[src/gcb_defines.svh]
// Offsets, field positions, reset values and codes of the global control bank.
`ifndef GCB_DEFINES_SVH
`define GCB_DEFINES_SVH

`define GCB_ADDR_W 8
`define GCB_OFS_SYSCTRL 8'h00
`define GCB_OFS_RST0 8'h04
`define GCB_OFS_CLKCTRL 8'h08
`define GCB_OFS_PM 8'h0C
`define GCB_OFS_PCLKDIV 8'h18
`define GCB_OFS_PCLKGATE0 8'h24
`define GCB_OFS_MEMCTRL 8'h28
`define GCB_OFS_MEMZ 8'h2C
`define GCB_OFS_SYSST 8'h40
`define GCB_OFS_RST1 8'h44
`define GCB_OFS_PCLKGATE1 8'h48
`define GCB_OFS_EVENTEN 8'h4C
`define GCB_OFS_REVISION 8'h50
`define GCB_OFS_SYSIE 8'h54

`define GCB_SC_CHKRES 15
`define GCB_SC_SWDEN 14
`define GCB_SC_CCHK 13
`define GCB_SC_FLUSH 6
`define GCB_SC_WMASK 32'h0000_0066
`define GCB_SC_RESET 32'h0000_0002

`define GCB_ST_LOCK 0
`define GCB_ST_CKDONE 1
`define GCB_ST_CKFAIL 2
`define GCB_EV_MASK 32'h0000_0006

`define GCB_RESP_OKAY 2'h0
`define GCB_RESP_SLVERR 2'h2

`endif

[src/gcb_pkg.sv]
// Types shared by the global control bank and its checksum engine.
package gcb_pkg;

   typedef struct packed {
      logic awvalid;
      logic [7:0] awaddr;
      logic wvalid;
      logic [31:0] wdata;
      logic [3:0] wstrb;
      logic bready;
      logic arvalid;
      logic [7:0] araddr;
      logic rready;
   } gcb_axi_req_t;

   typedef struct packed {
      logic awready;
      logic wready;
      logic bvalid;
      logic [1:0] bresp;
      logic arready;
      logic rvalid;
      logic [31:0] rdata;
      logic [1:0] rresp;
   } gcb_axi_rsp_t;

   typedef struct packed {
      logic [31:0] sysCtrl;
      logic [31:0] rst0;
      logic [31:0] clkCtrl;
      logic [31:0] pm;
      logic [31:0] pclkDiv;
      logic [31:0] pclkGate0;
      logic [31:0] memCtrl;
      logic [31:0] memZ;
      logic [31:0] rst1;
      logic [31:0] pclkGate1;
      logic [31:0] eventEn;
   } gcb_ctrl_t;

   typedef enum logic [1:0] {
      CK_IDLE = 2'b00,
      CK_RUN = 2'b01,
      CK_DONE = 2'b10
   } gcb_ck_state_t;

endpackage

[src/gcb_bank.sv]
// Global system control register bank with an AXI4-Lite slave port.
`timescale 1ns/1ps
`include "gcb_defines.svh"

// What this block does
// Only system or power-on reset clears bank.
// Bit 15 reports checksum pass or fail.
// Result valid only after start bit clears.
// Writing 1 to bit 13 starts checksum.
// Writing 0 to start bit does nothing.
// Completion clears start bit, updates result.
// Bit 14 gates serial wire debug.
// Debug bit writable only while lock unprogrammed.
// Status at 0x40, interrupt enable 0x54.
// Clock gates 0x24, 0x48; divisor 0x18.
// Control bits 31..16 read zero, ignore writes.
module gcb_bank import gcb_pkg::*; #(
   parameter int ROM_AW = 8,
   parameter logic [31:0] EXPECTED_SUM = 32'h0000_0000,
   parameter logic [31:0] REVISION = 32'h0000_00A1 // Arbitrary value.
) (
   input wire logic mclk, // Core clock, 250 MHz.
   input wire logic rst_b, // System or power-on reset, active low.
   input wire logic ce, // Clock enable; low freezes all state.
   input wire gcb_axi_req_t axiReq, // AXI4-Lite requests from the master.
   output gcb_axi_rsp_t axiRsp, // AXI4-Lite answers to the master.
   input wire logic debugLockPin, // High once the debug lock word is programmed.
   input wire logic [31:0] romData, // ROM word at romAddr, same clock.
   output logic [ROM_AW-1:0] romAddr, // ROM word address for the checksum.
   output gcb_ctrl_t ctrl, // Register contents that steer the chip.
   output logic irq // Level interrupt, high while an enabled event is pending.
);

   // ****************************************************************
   // State
   // ****************************************************************
   typedef struct packed {
      logic lockMeta;
      logic lockSync;
      logic awFull;
      logic [7:0] awAddr;
      logic wFull;
      logic [31:0] wData;
      logic [3:0] wStrb;
      gcb_axi_rsp_t rsp;
      gcb_ctrl_t ctrl;
      logic [31:0] sysSt;
      logic [31:0] sysIe;
      logic ckStart;
      logic irq;
   } gcb_state_t;

   localparam gcb_ctrl_t CTRL_RST = '{sysCtrl: `GCB_SC_RESET, default: 32'h0000_0000};
   localparam gcb_axi_rsp_t RSP_RST = '{awready: 1'b1, wready: 1'b1, arready: 1'b1,
                                       default: '0};
   localparam gcb_state_t ST_RST = '{rsp: RSP_RST, ctrl: CTRL_RST, default: '0};

   gcb_state_t s_q;
   gcb_state_t s_d;
   logic ckDone;
   logic ckFail;

   gcb_checksum #(
      .ROM_AW(ROM_AW),
      .EXPECTED_SUM(EXPECTED_SUM)
   ) u_checksum (
      .mclk(mclk),
      .rst_b(rst_b),
      .ce(ce),
      .start(s_q.ckStart),
      .romData(romData),
      .romAddr(romAddr),
      .done(ckDone),
      .fail(ckFail)
   );

   // ****************************************************************
   // Helpers
   // ****************************************************************
   function automatic logic [31:0] strbMask(input logic [3:0] strb);
      logic [31:0] m;
      m = 32'h0000_0000;
      for (int i = 0; i < 4; i++) begin
         m[i*8 +: 8] = {8{strb[i]}};
      end
      return m;
   endfunction

   function automatic logic [31:0] merge(input logic [31:0] old, input logic [31:0] wd,
                                         input logic [31:0] m);
      return (old & ~m) | (wd & m);
   endfunction

   function automatic logic mapped(input logic [7:0] a);
      unique case (a)
         `GCB_OFS_SYSCTRL, `GCB_OFS_RST0, `GCB_OFS_CLKCTRL, `GCB_OFS_PM,
         `GCB_OFS_PCLKDIV, `GCB_OFS_PCLKGATE0, `GCB_OFS_MEMCTRL, `GCB_OFS_MEMZ,
         `GCB_OFS_SYSST, `GCB_OFS_RST1, `GCB_OFS_PCLKGATE1, `GCB_OFS_EVENTEN,
         `GCB_OFS_REVISION, `GCB_OFS_SYSIE: return 1'b1;
         default: return 1'b0;
      endcase
   endfunction

   // ****************************************************************
   // Next state
   // ****************************************************************
   logic [31:0] m;
   logic [31:0] wd;
   logic [31:0] sc;
   logic [31:0] rd;
   logic [31:0] evSet;
   logic [31:0] evClr;

   always_comb begin
      s_d = s_q;
      m = strbMask(s_q.wStrb);
      wd = s_q.wData;
      sc = s_q.ctrl.sysCtrl;
      rd = 32'h0000_0000;
      evSet = 32'h0000_0000;
      evClr = 32'h0000_0000;
      s_d.ckStart = 1'b0;

      // Debug lock pin crosses in through two flops; only the second is read.
      s_d.lockMeta = debugLockPin;
      s_d.lockSync = s_q.lockMeta;

      // The flush is treated as completing in one cycle.
      sc[`GCB_SC_FLUSH] = 1'b0;

      // Checksum completion clears start and records the outcome.
      if (ckDone) begin
         sc[`GCB_SC_CCHK] = 1'b0;
         sc[`GCB_SC_CHKRES] = ckFail;
         evSet[`GCB_ST_CKDONE] = 1'b1;
         evSet[`GCB_ST_CKFAIL] = ckFail;
      end

      // Write channel: address and data may arrive in either order.
      if (axiReq.awvalid && s_q.rsp.awready) begin
         s_d.awFull = 1'b1;
         s_d.awAddr = axiReq.awaddr;
         s_d.rsp.awready = 1'b0;
      end
      if (axiReq.wvalid && s_q.rsp.wready) begin
         s_d.wFull = 1'b1;
         s_d.wData = axiReq.wdata;
         s_d.wStrb = axiReq.wstrb;
         s_d.rsp.wready = 1'b0;
      end

      if (s_q.awFull && s_q.wFull && !s_q.rsp.bvalid) begin
         s_d.awFull = 1'b0;
         s_d.wFull = 1'b0;
         s_d.rsp.bvalid = 1'b1;
         s_d.rsp.bresp = mapped(s_q.awAddr) ? `GCB_RESP_OKAY : `GCB_RESP_SLVERR;
         unique case (s_q.awAddr)
            `GCB_OFS_SYSCTRL: begin
               // Only the plain writable fields merge; 31..16 stay zero.
               sc = merge(sc, wd, m & `GCB_SC_WMASK);
               if (m[`GCB_SC_SWDEN] && !s_q.lockSync) begin
                  sc[`GCB_SC_SWDEN] = wd[`GCB_SC_SWDEN];
               end
               // A zero leaves a running sum and its result alone.
               if (m[`GCB_SC_CCHK] && wd[`GCB_SC_CCHK] && !s_q.ctrl.sysCtrl[`GCB_SC_CCHK]
                   && !ckDone) begin
                  sc[`GCB_SC_CCHK] = 1'b1;
                  s_d.ckStart = 1'b1;
               end
            end
            `GCB_OFS_RST0: s_d.ctrl.rst0 = merge(s_q.ctrl.rst0, wd, m);
            `GCB_OFS_CLKCTRL: s_d.ctrl.clkCtrl = merge(s_q.ctrl.clkCtrl, wd, m);
            `GCB_OFS_PM: s_d.ctrl.pm = merge(s_q.ctrl.pm, wd, m);
            `GCB_OFS_PCLKDIV: s_d.ctrl.pclkDiv = merge(s_q.ctrl.pclkDiv, wd, m);
            `GCB_OFS_PCLKGATE0: s_d.ctrl.pclkGate0 = merge(s_q.ctrl.pclkGate0, wd, m);
            `GCB_OFS_MEMCTRL: s_d.ctrl.memCtrl = merge(s_q.ctrl.memCtrl, wd, m);
            `GCB_OFS_MEMZ: s_d.ctrl.memZ = merge(s_q.ctrl.memZ, wd, m);
            `GCB_OFS_SYSST: evClr = wd & m & `GCB_EV_MASK;
            `GCB_OFS_RST1: s_d.ctrl.rst1 = merge(s_q.ctrl.rst1, wd, m);
            `GCB_OFS_PCLKGATE1: s_d.ctrl.pclkGate1 = merge(s_q.ctrl.pclkGate1, wd, m);
            `GCB_OFS_EVENTEN: s_d.ctrl.eventEn = merge(s_q.ctrl.eventEn, wd, m);
            `GCB_OFS_SYSIE: s_d.sysIe = merge(s_q.sysIe, wd, m & `GCB_EV_MASK);
            default: begin
            end
         endcase
      end
      if (s_q.rsp.bvalid && axiReq.bready) begin
         s_d.rsp.bvalid = 1'b0;
         s_d.rsp.bresp = `GCB_RESP_OKAY;
         s_d.rsp.awready = 1'b1;
         s_d.rsp.wready = 1'b1;
      end
      s_d.ctrl.sysCtrl = sc;

      // Status: events are sticky, a write of one clears, a new event wins.
      s_d.sysSt = ((s_q.sysSt & ~evClr) | evSet) & `GCB_EV_MASK;
      s_d.sysSt[`GCB_ST_LOCK] = s_q.lockSync;
      s_d.irq = |(s_d.sysSt & s_d.sysIe & `GCB_EV_MASK);

      // Read channel: one read at a time, answered on the next cycle.
      unique case (axiReq.araddr)
         `GCB_OFS_SYSCTRL: rd = s_q.ctrl.sysCtrl;
         `GCB_OFS_RST0: rd = s_q.ctrl.rst0;
         `GCB_OFS_CLKCTRL: rd = s_q.ctrl.clkCtrl;
         `GCB_OFS_PM: rd = s_q.ctrl.pm;
         `GCB_OFS_PCLKDIV: rd = s_q.ctrl.pclkDiv;
         `GCB_OFS_PCLKGATE0: rd = s_q.ctrl.pclkGate0;
         `GCB_OFS_MEMCTRL: rd = s_q.ctrl.memCtrl;
         `GCB_OFS_MEMZ: rd = s_q.ctrl.memZ;
         `GCB_OFS_SYSST: rd = s_q.sysSt;
         `GCB_OFS_RST1: rd = s_q.ctrl.rst1;
         `GCB_OFS_PCLKGATE1: rd = s_q.ctrl.pclkGate1;
         `GCB_OFS_EVENTEN: rd = s_q.ctrl.eventEn;
         `GCB_OFS_REVISION: rd = REVISION;
         `GCB_OFS_SYSIE: rd = s_q.sysIe;
         default: rd = 32'h0000_0000;
      endcase
      if (axiReq.arvalid && s_q.rsp.arready) begin
         s_d.rsp.arready = 1'b0;
         s_d.rsp.rvalid = 1'b1;
         s_d.rsp.rdata = rd;
         s_d.rsp.rresp = mapped(axiReq.araddr) ? `GCB_RESP_OKAY : `GCB_RESP_SLVERR;
      end else if (s_q.rsp.rvalid && axiReq.rready) begin
         s_d.rsp.rvalid = 1'b0;
         s_d.rsp.rdata = 32'h0000_0000;
         s_d.rsp.rresp = `GCB_RESP_OKAY;
         s_d.rsp.arready = 1'b1;
      end
   end

   // ****************************************************************
   // Registers
   // ****************************************************************
   // The bank has no soft or peripheral reset input on purpose: only the
   // system and power-on reset reaches these flops.
   always_ff @(posedge mclk or negedge rst_b) begin
      if (!rst_b) begin
         s_q <= ST_RST;
      end else if (ce) begin
         s_q <= s_d;
      end
   end

   assign axiRsp = s_q.rsp;
   assign ctrl = s_q.ctrl;
   assign irq = s_q.irq;

endmodule // gcb_bank

[src/gcb_checksum.sv]
// ROM checksum engine: sums every ROM word and compares with the expected sum.
`timescale 1ns/1ps
`include "gcb_defines.svh"

module gcb_checksum import gcb_pkg::*; #(
   parameter int ROM_AW = 8,
   parameter logic [31:0] EXPECTED_SUM = 32'h0000_0000
) (
   input wire logic mclk, // Core clock.
   input wire logic rst_b, // Asynchronous reset, active low.
   input wire logic ce, // Clock enable.
   input wire logic start, // One-cycle start pulse.
   input wire logic [31:0] romData, // ROM word at romAddr.
   output logic [ROM_AW-1:0] romAddr, // ROM word address.
   output logic done, // One-cycle pulse when the sum is ready.
   output logic fail // Result of the last run, 1 on mismatch.
);

   typedef struct packed {
      gcb_ck_state_t st;
      logic [ROM_AW-1:0] addr;
      logic [31:0] sum;
      logic done;
      logic fail;
   } gcb_ck_t;

   localparam gcb_ck_t CK_RST = '{st: CK_IDLE, addr: '0, sum: 32'h0000_0000,
                                  done: 1'b0, fail: 1'b0};

   gcb_ck_t s_q;
   gcb_ck_t s_d;

   always_comb begin
      s_d = s_q;
      s_d.done = 1'b0;
      unique case (s_q.st)
         CK_IDLE: begin
            if (start) begin
               s_d.st = CK_RUN;
               s_d.addr = '0;
               s_d.sum = 32'h0000_0000;
            end
         end
         CK_RUN: begin
            s_d.sum = s_q.sum + romData;
            if (s_q.addr == {ROM_AW{1'b1}}) begin
               s_d.st = CK_DONE;
            end else begin
               s_d.addr = s_q.addr + 1'b1;
            end
         end
         CK_DONE: begin
            s_d.done = 1'b1;
            s_d.fail = (s_q.sum != EXPECTED_SUM);
            s_d.st = CK_IDLE;
         end
         default: begin
            s_d.st = CK_IDLE;
         end
      endcase
   end

   always_ff @(posedge mclk or negedge rst_b) begin
      if (!rst_b) begin
         s_q <= CK_RST;
      end else if (ce) begin
         s_q <= s_d;
      end
   end

   assign romAddr = s_q.addr;
   assign done = s_q.done;
   assign fail = s_q.fail;

endmodule // gcb_checksum

[config.mk]
export PLATFORM = sky130hd
export DESIGN_NAME = gcb_bank
export DESIGN_NICKNAME = d
export VERILOG_FILES = /design/src/gcb_pkg.sv /design/src/gcb_bank.sv /design/src/gcb_checksum.sv
export VERILOG_INCLUDE_DIRS = /design/src /design/src/src
export SDC_FILE = /design/constraint.sdc
export NUM_CORES = 1
export LEC_CHECK = 0
export ABC_CLOCK_PERIOD_IN_PS = 4800
export BUFFER_PORTS_ARGS = -buffer_cell sky130_fd_sc_hd__buf_2
export CORE_AREA = 3 3 218 241
export DETAILED_ROUTE_END_ITERATION = 10
export DIE_AREA = 0 0 221 244
export PLACE_DENSITY = 0.72
export REMOVE_ABC_BUFFERS = 1
export SYNTH_ARGS = -nofsm -noshare
export SYNTH_HDL_FRONTEND = slang
export SYNTH_SLANG_ARGS = --single-unit
export TNS_END_PERCENT = 20
[constraint.sdc]
create_clock -name mclk -period 4.8 [get_ports mclk]
set_clock_uncertainty 0.15 [all_clocks]
set_input_delay 0.96 -clock mclk [delete_from_list [all_inputs] [get_ports mclk]]
set_output_delay 0.96 -clock mclk [all_outputs]
set_load 0.03 [all_outputs]
After elaboration in Yosys (flattened, before gate mapping)
Cells that the tools add are included.
- reductions and logical operators: 52
- bitwise logic cells: 34
- $add $sub $neg: 2
- multiplexer cells: 36
- equality and inequality tests: 32
- operators by type and width (operator ; count):
    32-bit one-hot mux with 14 select lines ; 1
    32-bit bitwise AND ; 13
    32-bit bitwise OR ; 12
    8-bit by 7-bit equality test with 1-bit output, second input constant ; 12
    40-bit one-hot mux with 2 select lines ; 1
    36-bit 2-to-1 mux ; 2
    8-bit by 6-bit equality test with 1-bit output, second input constant ; 6
    42-bit 2-to-1 mux ; 1
    3-bit AND reduction ; 13
    37-bit 2-to-1 mux ; 1
    33-bit 2-to-1 mux ; 1
    32-bit adder ; 1
    32-bit by 3-bit bitwise AND with 32-bit output ; 1
    32-bit by 7-bit bitwise AND with 32-bit output ; 1
    8-bit by 4-bit equality test with 1-bit output, second input constant ; 4
    16-bit 2-to-1 mux ; 2
    32-bit 2-to-1 mux ; 1
    3-bit NOT with 32-bit output ; 1
    32-bit NOT ; 1
    7-bit NOT with 32-bit output ; 1
    32-bit nonzero test ; 1
    14-bit OR reduction ; 2
    2-bit AND reduction ; 9
    8-bit by 3-bit equality test with 1-bit output, second input constant ; 2
    24 further kinds ; 66
- register bits after elaboration: 522
- word-level logic and storage cells: 192
- output and inout port bits: 402
- bits of input ports: 93

Logic depth before layout (Yosys ltp)
- depth in word-level cells: 8
- mapped depth: 12
- mapped depth without buffers: 12

Cells and area by module
Synthesis repeated with hierarchy kept, for this count alone.
- cells, all modules: 2312
- area, all modules: 25400.6 µm²
- by module, submodules not included (module ; cells an instance ; times used ; sequential area each (µm²) ; area each (µm²)):
    gcb_bank ; 1906 ; 1 ; 10540.1 ; 21916.0
    gcb_checksum ; 406 ; 1 ; 1101.1 ; 3484.6

Least setup slack after synthesis
OpenSTA, ideal clock, no wires.
- kind: input port to flip-flop
- start point: in romData[0]
- end point: reg u_checksum.s_q[30] in the netlist's numbering
- setup time: 0.122 ns
- required time: 4.528 ns
- arrival time: 3.188 ns
- setup slack: 1.340 ns
- cell stages on the path: 12
- buffers on the path: 0
- cells stage by stage: ha_1 > inv_1 > fa_1 > nand2b_1 > a21oi_1 > o21bai_1 > a21oi_1 > o21ai_0 > a31oi_1 > o311ai_0 > a21o_1 > a32o_1
- cells in the longest elaborated chain, start to end: 2
- RTL lines (what ; line ; RTL):
    from (decl) ; gcb_bank.sv:28 ; input wire logic [31:0] romData,
    32-bit adder ; gcb_checksum.sv:45 ; s_d.sum = s_q.sum + romData;
    40-bit one-hot mux with 2 select lines ; gcb_checksum.sv:36 ; unique case (s_q.st)
    to (signal assigned) ; gcb_checksum.sv:65 ; s_q <= CK_RST;
    to (signal assigned) ; gcb_checksum.sv:67 ; s_q <= s_d;
    to (decl) ; gcb_checksum.sv:30 ; gcb_ck_t s_q;
No other way between the ends.
A chain may end at the register's enable or synchronous reset.

Worst setup path in the final report
Same ends and word-level chain as after synthesis.

==> flow_summary.yaml <==
pwr:
  finalPower_mw: 10.5
  peakVddDrop_uv: 281
  p_leak_nw: 13.8
  powerDensity_nw_per_um2: 397
critical_path:
  reg2regPathDepth: 12
  r2r_slack_ns: 1.41
  crit_path_end_kind: "flop"
  cp-start-kind: "primary input"
  critPathRequiredTime_ns: 5.12
  r2r_end: "u_checksum.s_q[30]$_DFFE_PN0P_"
  r2r_start: "u_checksum.s_q[2]$_DFFE_PN0P_"
  critical_path.endpoint: "u_checksum.s_q[30]$_DFFE_PN0P_"
  cp.arrival_ns: 3.77
  crit_start: "romData[0]"
  crit_type: "primary input to flop"
  crit_fanout: 3
floorplanning:
  floorplan.initialDensity_pct: 49.0
  fp.dieW_um: 221
  num_io_pins: 495
  die_area_um2: 53900
  row_count: 86
  fp.dieH_um: 244
  core_um2: 50100
sta:
  setup_violations: 0
  finalWorstSetupSlack_ns: 1.36
  worst_slew_pin_slew_ns: 1.07
  fin_setup_tns_ns: 0
  max_clock_freq_mhz: 290
  relSlewSlack_pct: 28.6
  finalHoldViolCount: 0
  finalCritPeriodShare_pct: 71.8
  period_needed_ns: 3.44
  hold_ws_ns: 0.294
  rsz0062_at_grt: "no"
  finalMaxSlewViolations: 0
synthesis:
  syn_area_um2: 24600
  yosys_register_bits: 465
  ys_types: 68
  yosys_warnings: 0
  synth_edf_count: 0
  syn_inst: 2222
  synthXorXnorAreaFrac_pct: 0.820
  ys_seq_area_share_pct: 47.4
  async_flop_share_pct: 100
  synth_top_family_by_area: "multiplexers"
  synthMuxAreaShare_pct: 17.5
  syn_area_per_cell_um2: 11.1
  synth-compound-area-share_pct: 11.6
  yosys.area_share.simple_pct: 6.75
  synth_fa_ha_area_share_pct: 1.71
  ys.flop_type: "dfrtp_1"
drt:
  dr.pass1.iters: 6
  post_drt_wl_per_cell_um: 27.0
  post-route-drc-count: 0
  wl_um: 80900
  vias: 18071
  drtIter0Drc: 1978
  ant_nets: 0
  vias_per_cell: 6.04
global_routing:
  grt_max_degree: 103
  track_usage_pct: 29.0
  gr-total-overflow: 0
  met2_usage_pct: 47.3
  use_met1_pct: 35.8
  grt_busiest_layer: "met2"
  grt_pass1_vias: 17929
  use_met3_pct: 7.74
  antenna_found_initial: 10
  grt_first_pass_wirelength_um: 119000
cells_and_area:
  layout_commonest_cell: "buf_2"
  fin_util_pct: 52.7
  final_cell_mix: "466 x buf_2, 461 x dfrtp_1, 376 x mux2_2, 178 x nand2_1, 92 x o21ai_0"
  layout-drive-gt1-share_pct: 41.8
  nFillCells: 4358
  area_growth_pct: 7.60
  nNetsFinal: 2413
clocking:
  cts_buffers: 49
  cts_setup_buffers: 0
  cts_tree: "yes"
  cts_htree_levels: 2
  ctsHoldBuffers: 0
  clock_tree.root_cell: "clkbuf_16"
  cts.clk_slew.worst_paths_ns: 0.06
  clock_path_buffers: 3
  cts_resized: 0
  insertion_delay_ns: 0.60
  cts.sinks: 465
placement:
  io_buffers: 467
  preCtsSetupSlack_ns: 0.813
  dp_hpwl_um: 57400
  place_congestion: 0.903
run:
  cap_viol_max_count: 0
min_path:
  hp-class: "primary input to asynchronous set/reset pin"
outcome:
  status: "finished clean"
worst max-delay path, stage by stage:
cell	delay, ns
buf_2	0.08
ha_1	0.16
inv_1	0.05
fa_1	0.37
nand2b_1	0.19
a21oi_1	0.24
o21bai_1	0.12
a21oi_1	0.31
o21ai_0	0.27
a31oi_1	0.33
o311ai_0	0.21
a21o_1	0.21
a32o_1	0.25
worst min path at each step:
| stage | from | to | slack [ns] | cells after the start |
|---|---|---|---|---|
| floorplan | s_q[1]$_DFFE_PN0P_ | s_q[1]$_DFFE_PN0P_ | 0.31 | 1 |
| global placement | axiRsp[40]$_DFFE_PN1P_ | axiRsp[40]$_DFFE_PN1P_ | 0.31 | 2 |
| detailed placement | irq$_DFFE_PN0P_ | irq$_DFFE_PN0P_ | 0.31 | 1 |
| CTS | axiRsp[40]$_DFFE_PN1P_ | axiRsp[40]$_DFFE_PN1P_ | 0.32 | 2 |
| global route | rst_b | wd[10]$_DFFE_PN0P_ | 0.33 | 1 |
| finish | rst_b | wd[10]$_DFFE_PN0P_ | 0.29 | 1 |
logic make-up (layout without fill, tap and decap cells):
kind of cell    after synthesis  in the layout
mux                         383            383
fa+ha+maj                    33             33
xor+xnor                     23             23
other cells                   1             32
simple gates                370            370
compound gates              415            415
buf+inv                     532            612
flops                       465            465
cell type report:
| cell class | instances | area, um^2 | share of cell area, % |
|---|---|---|---|
| inverter | 22 | 82.6 | 0.312 |
| clock buffer | 77 | 1480 | 5.61 |
| tap | 660 | 826 | 3.12 |
| antenna | 5 | 12.5 | 0.0473 |
| clock inverter | 15 | 183 | 0.691 |
| sequential | 465 | 11600 | 44.0 |
| multi-input combinational | 1251 | 9570 | 36.2 |
| timing repair buffer | 498 | 2640 | 9.99 |
report_power, final:
group	internal (mW)	switching, mW
clock network	2.29	1.62
logic	0.619	0.940
registers	4.29	0.746
routing by layer:
layer	wire length, um	up-vias
met5	60	-
met1	30900	9101
met2	38000	1026
met4	4690	10
met3	7200	241
li1	-	7693
stage by stage:
step	area, um^2	cells
after CTS	26400	2988
after global placement	24800	2896
after detailed placement	24800	2896
after floorplan	21300	1738
after global routing	26400	2990
final	26400	2993
Yosys cell counts (4+ instances only):
library cell  number  area share (%)
a2111oi_0          4            0.14
nand3_1           24            0.49
nand2_1          179             2.7
dfrtp_1          461              47
nor3_1            21            0.43
a222oi_1          25             1.0
a21oi_1           77             1.6
o31ai_1            4            0.12
xor2_1            14            0.50
or3_1              5            0.13
o211ai_1           4            0.12
a21o_1            19            0.58
a32oi_1            4            0.14
o22ai_1           23            0.59
dfstp_2            4            0.43
buf_4            401              12
o21a_1             4            0.12
o21ai_0           92             1.9
nor4_1            11            0.28
a32o_1             8            0.33
mux2i_1            7            0.29
ha_1              32             1.6
mux2_2           376              17
a31oi_1           15            0.38
and3_1            10            0.25
nand4_1           10            0.25
a22o_1            20            0.71
xnor2_1            9            0.32
o221ai_1           8            0.29
buf_1             10            0.15
nand2b_1          13            0.33
a22oi_1           56             1.7
and2_1             7            0.18
inv_1             21            0.32
nor2_1            74             1.1
a221oi_1          26            0.93
clkbuf_1          98             1.5
No activity file was read; power rests on OpenSTA's default activity.
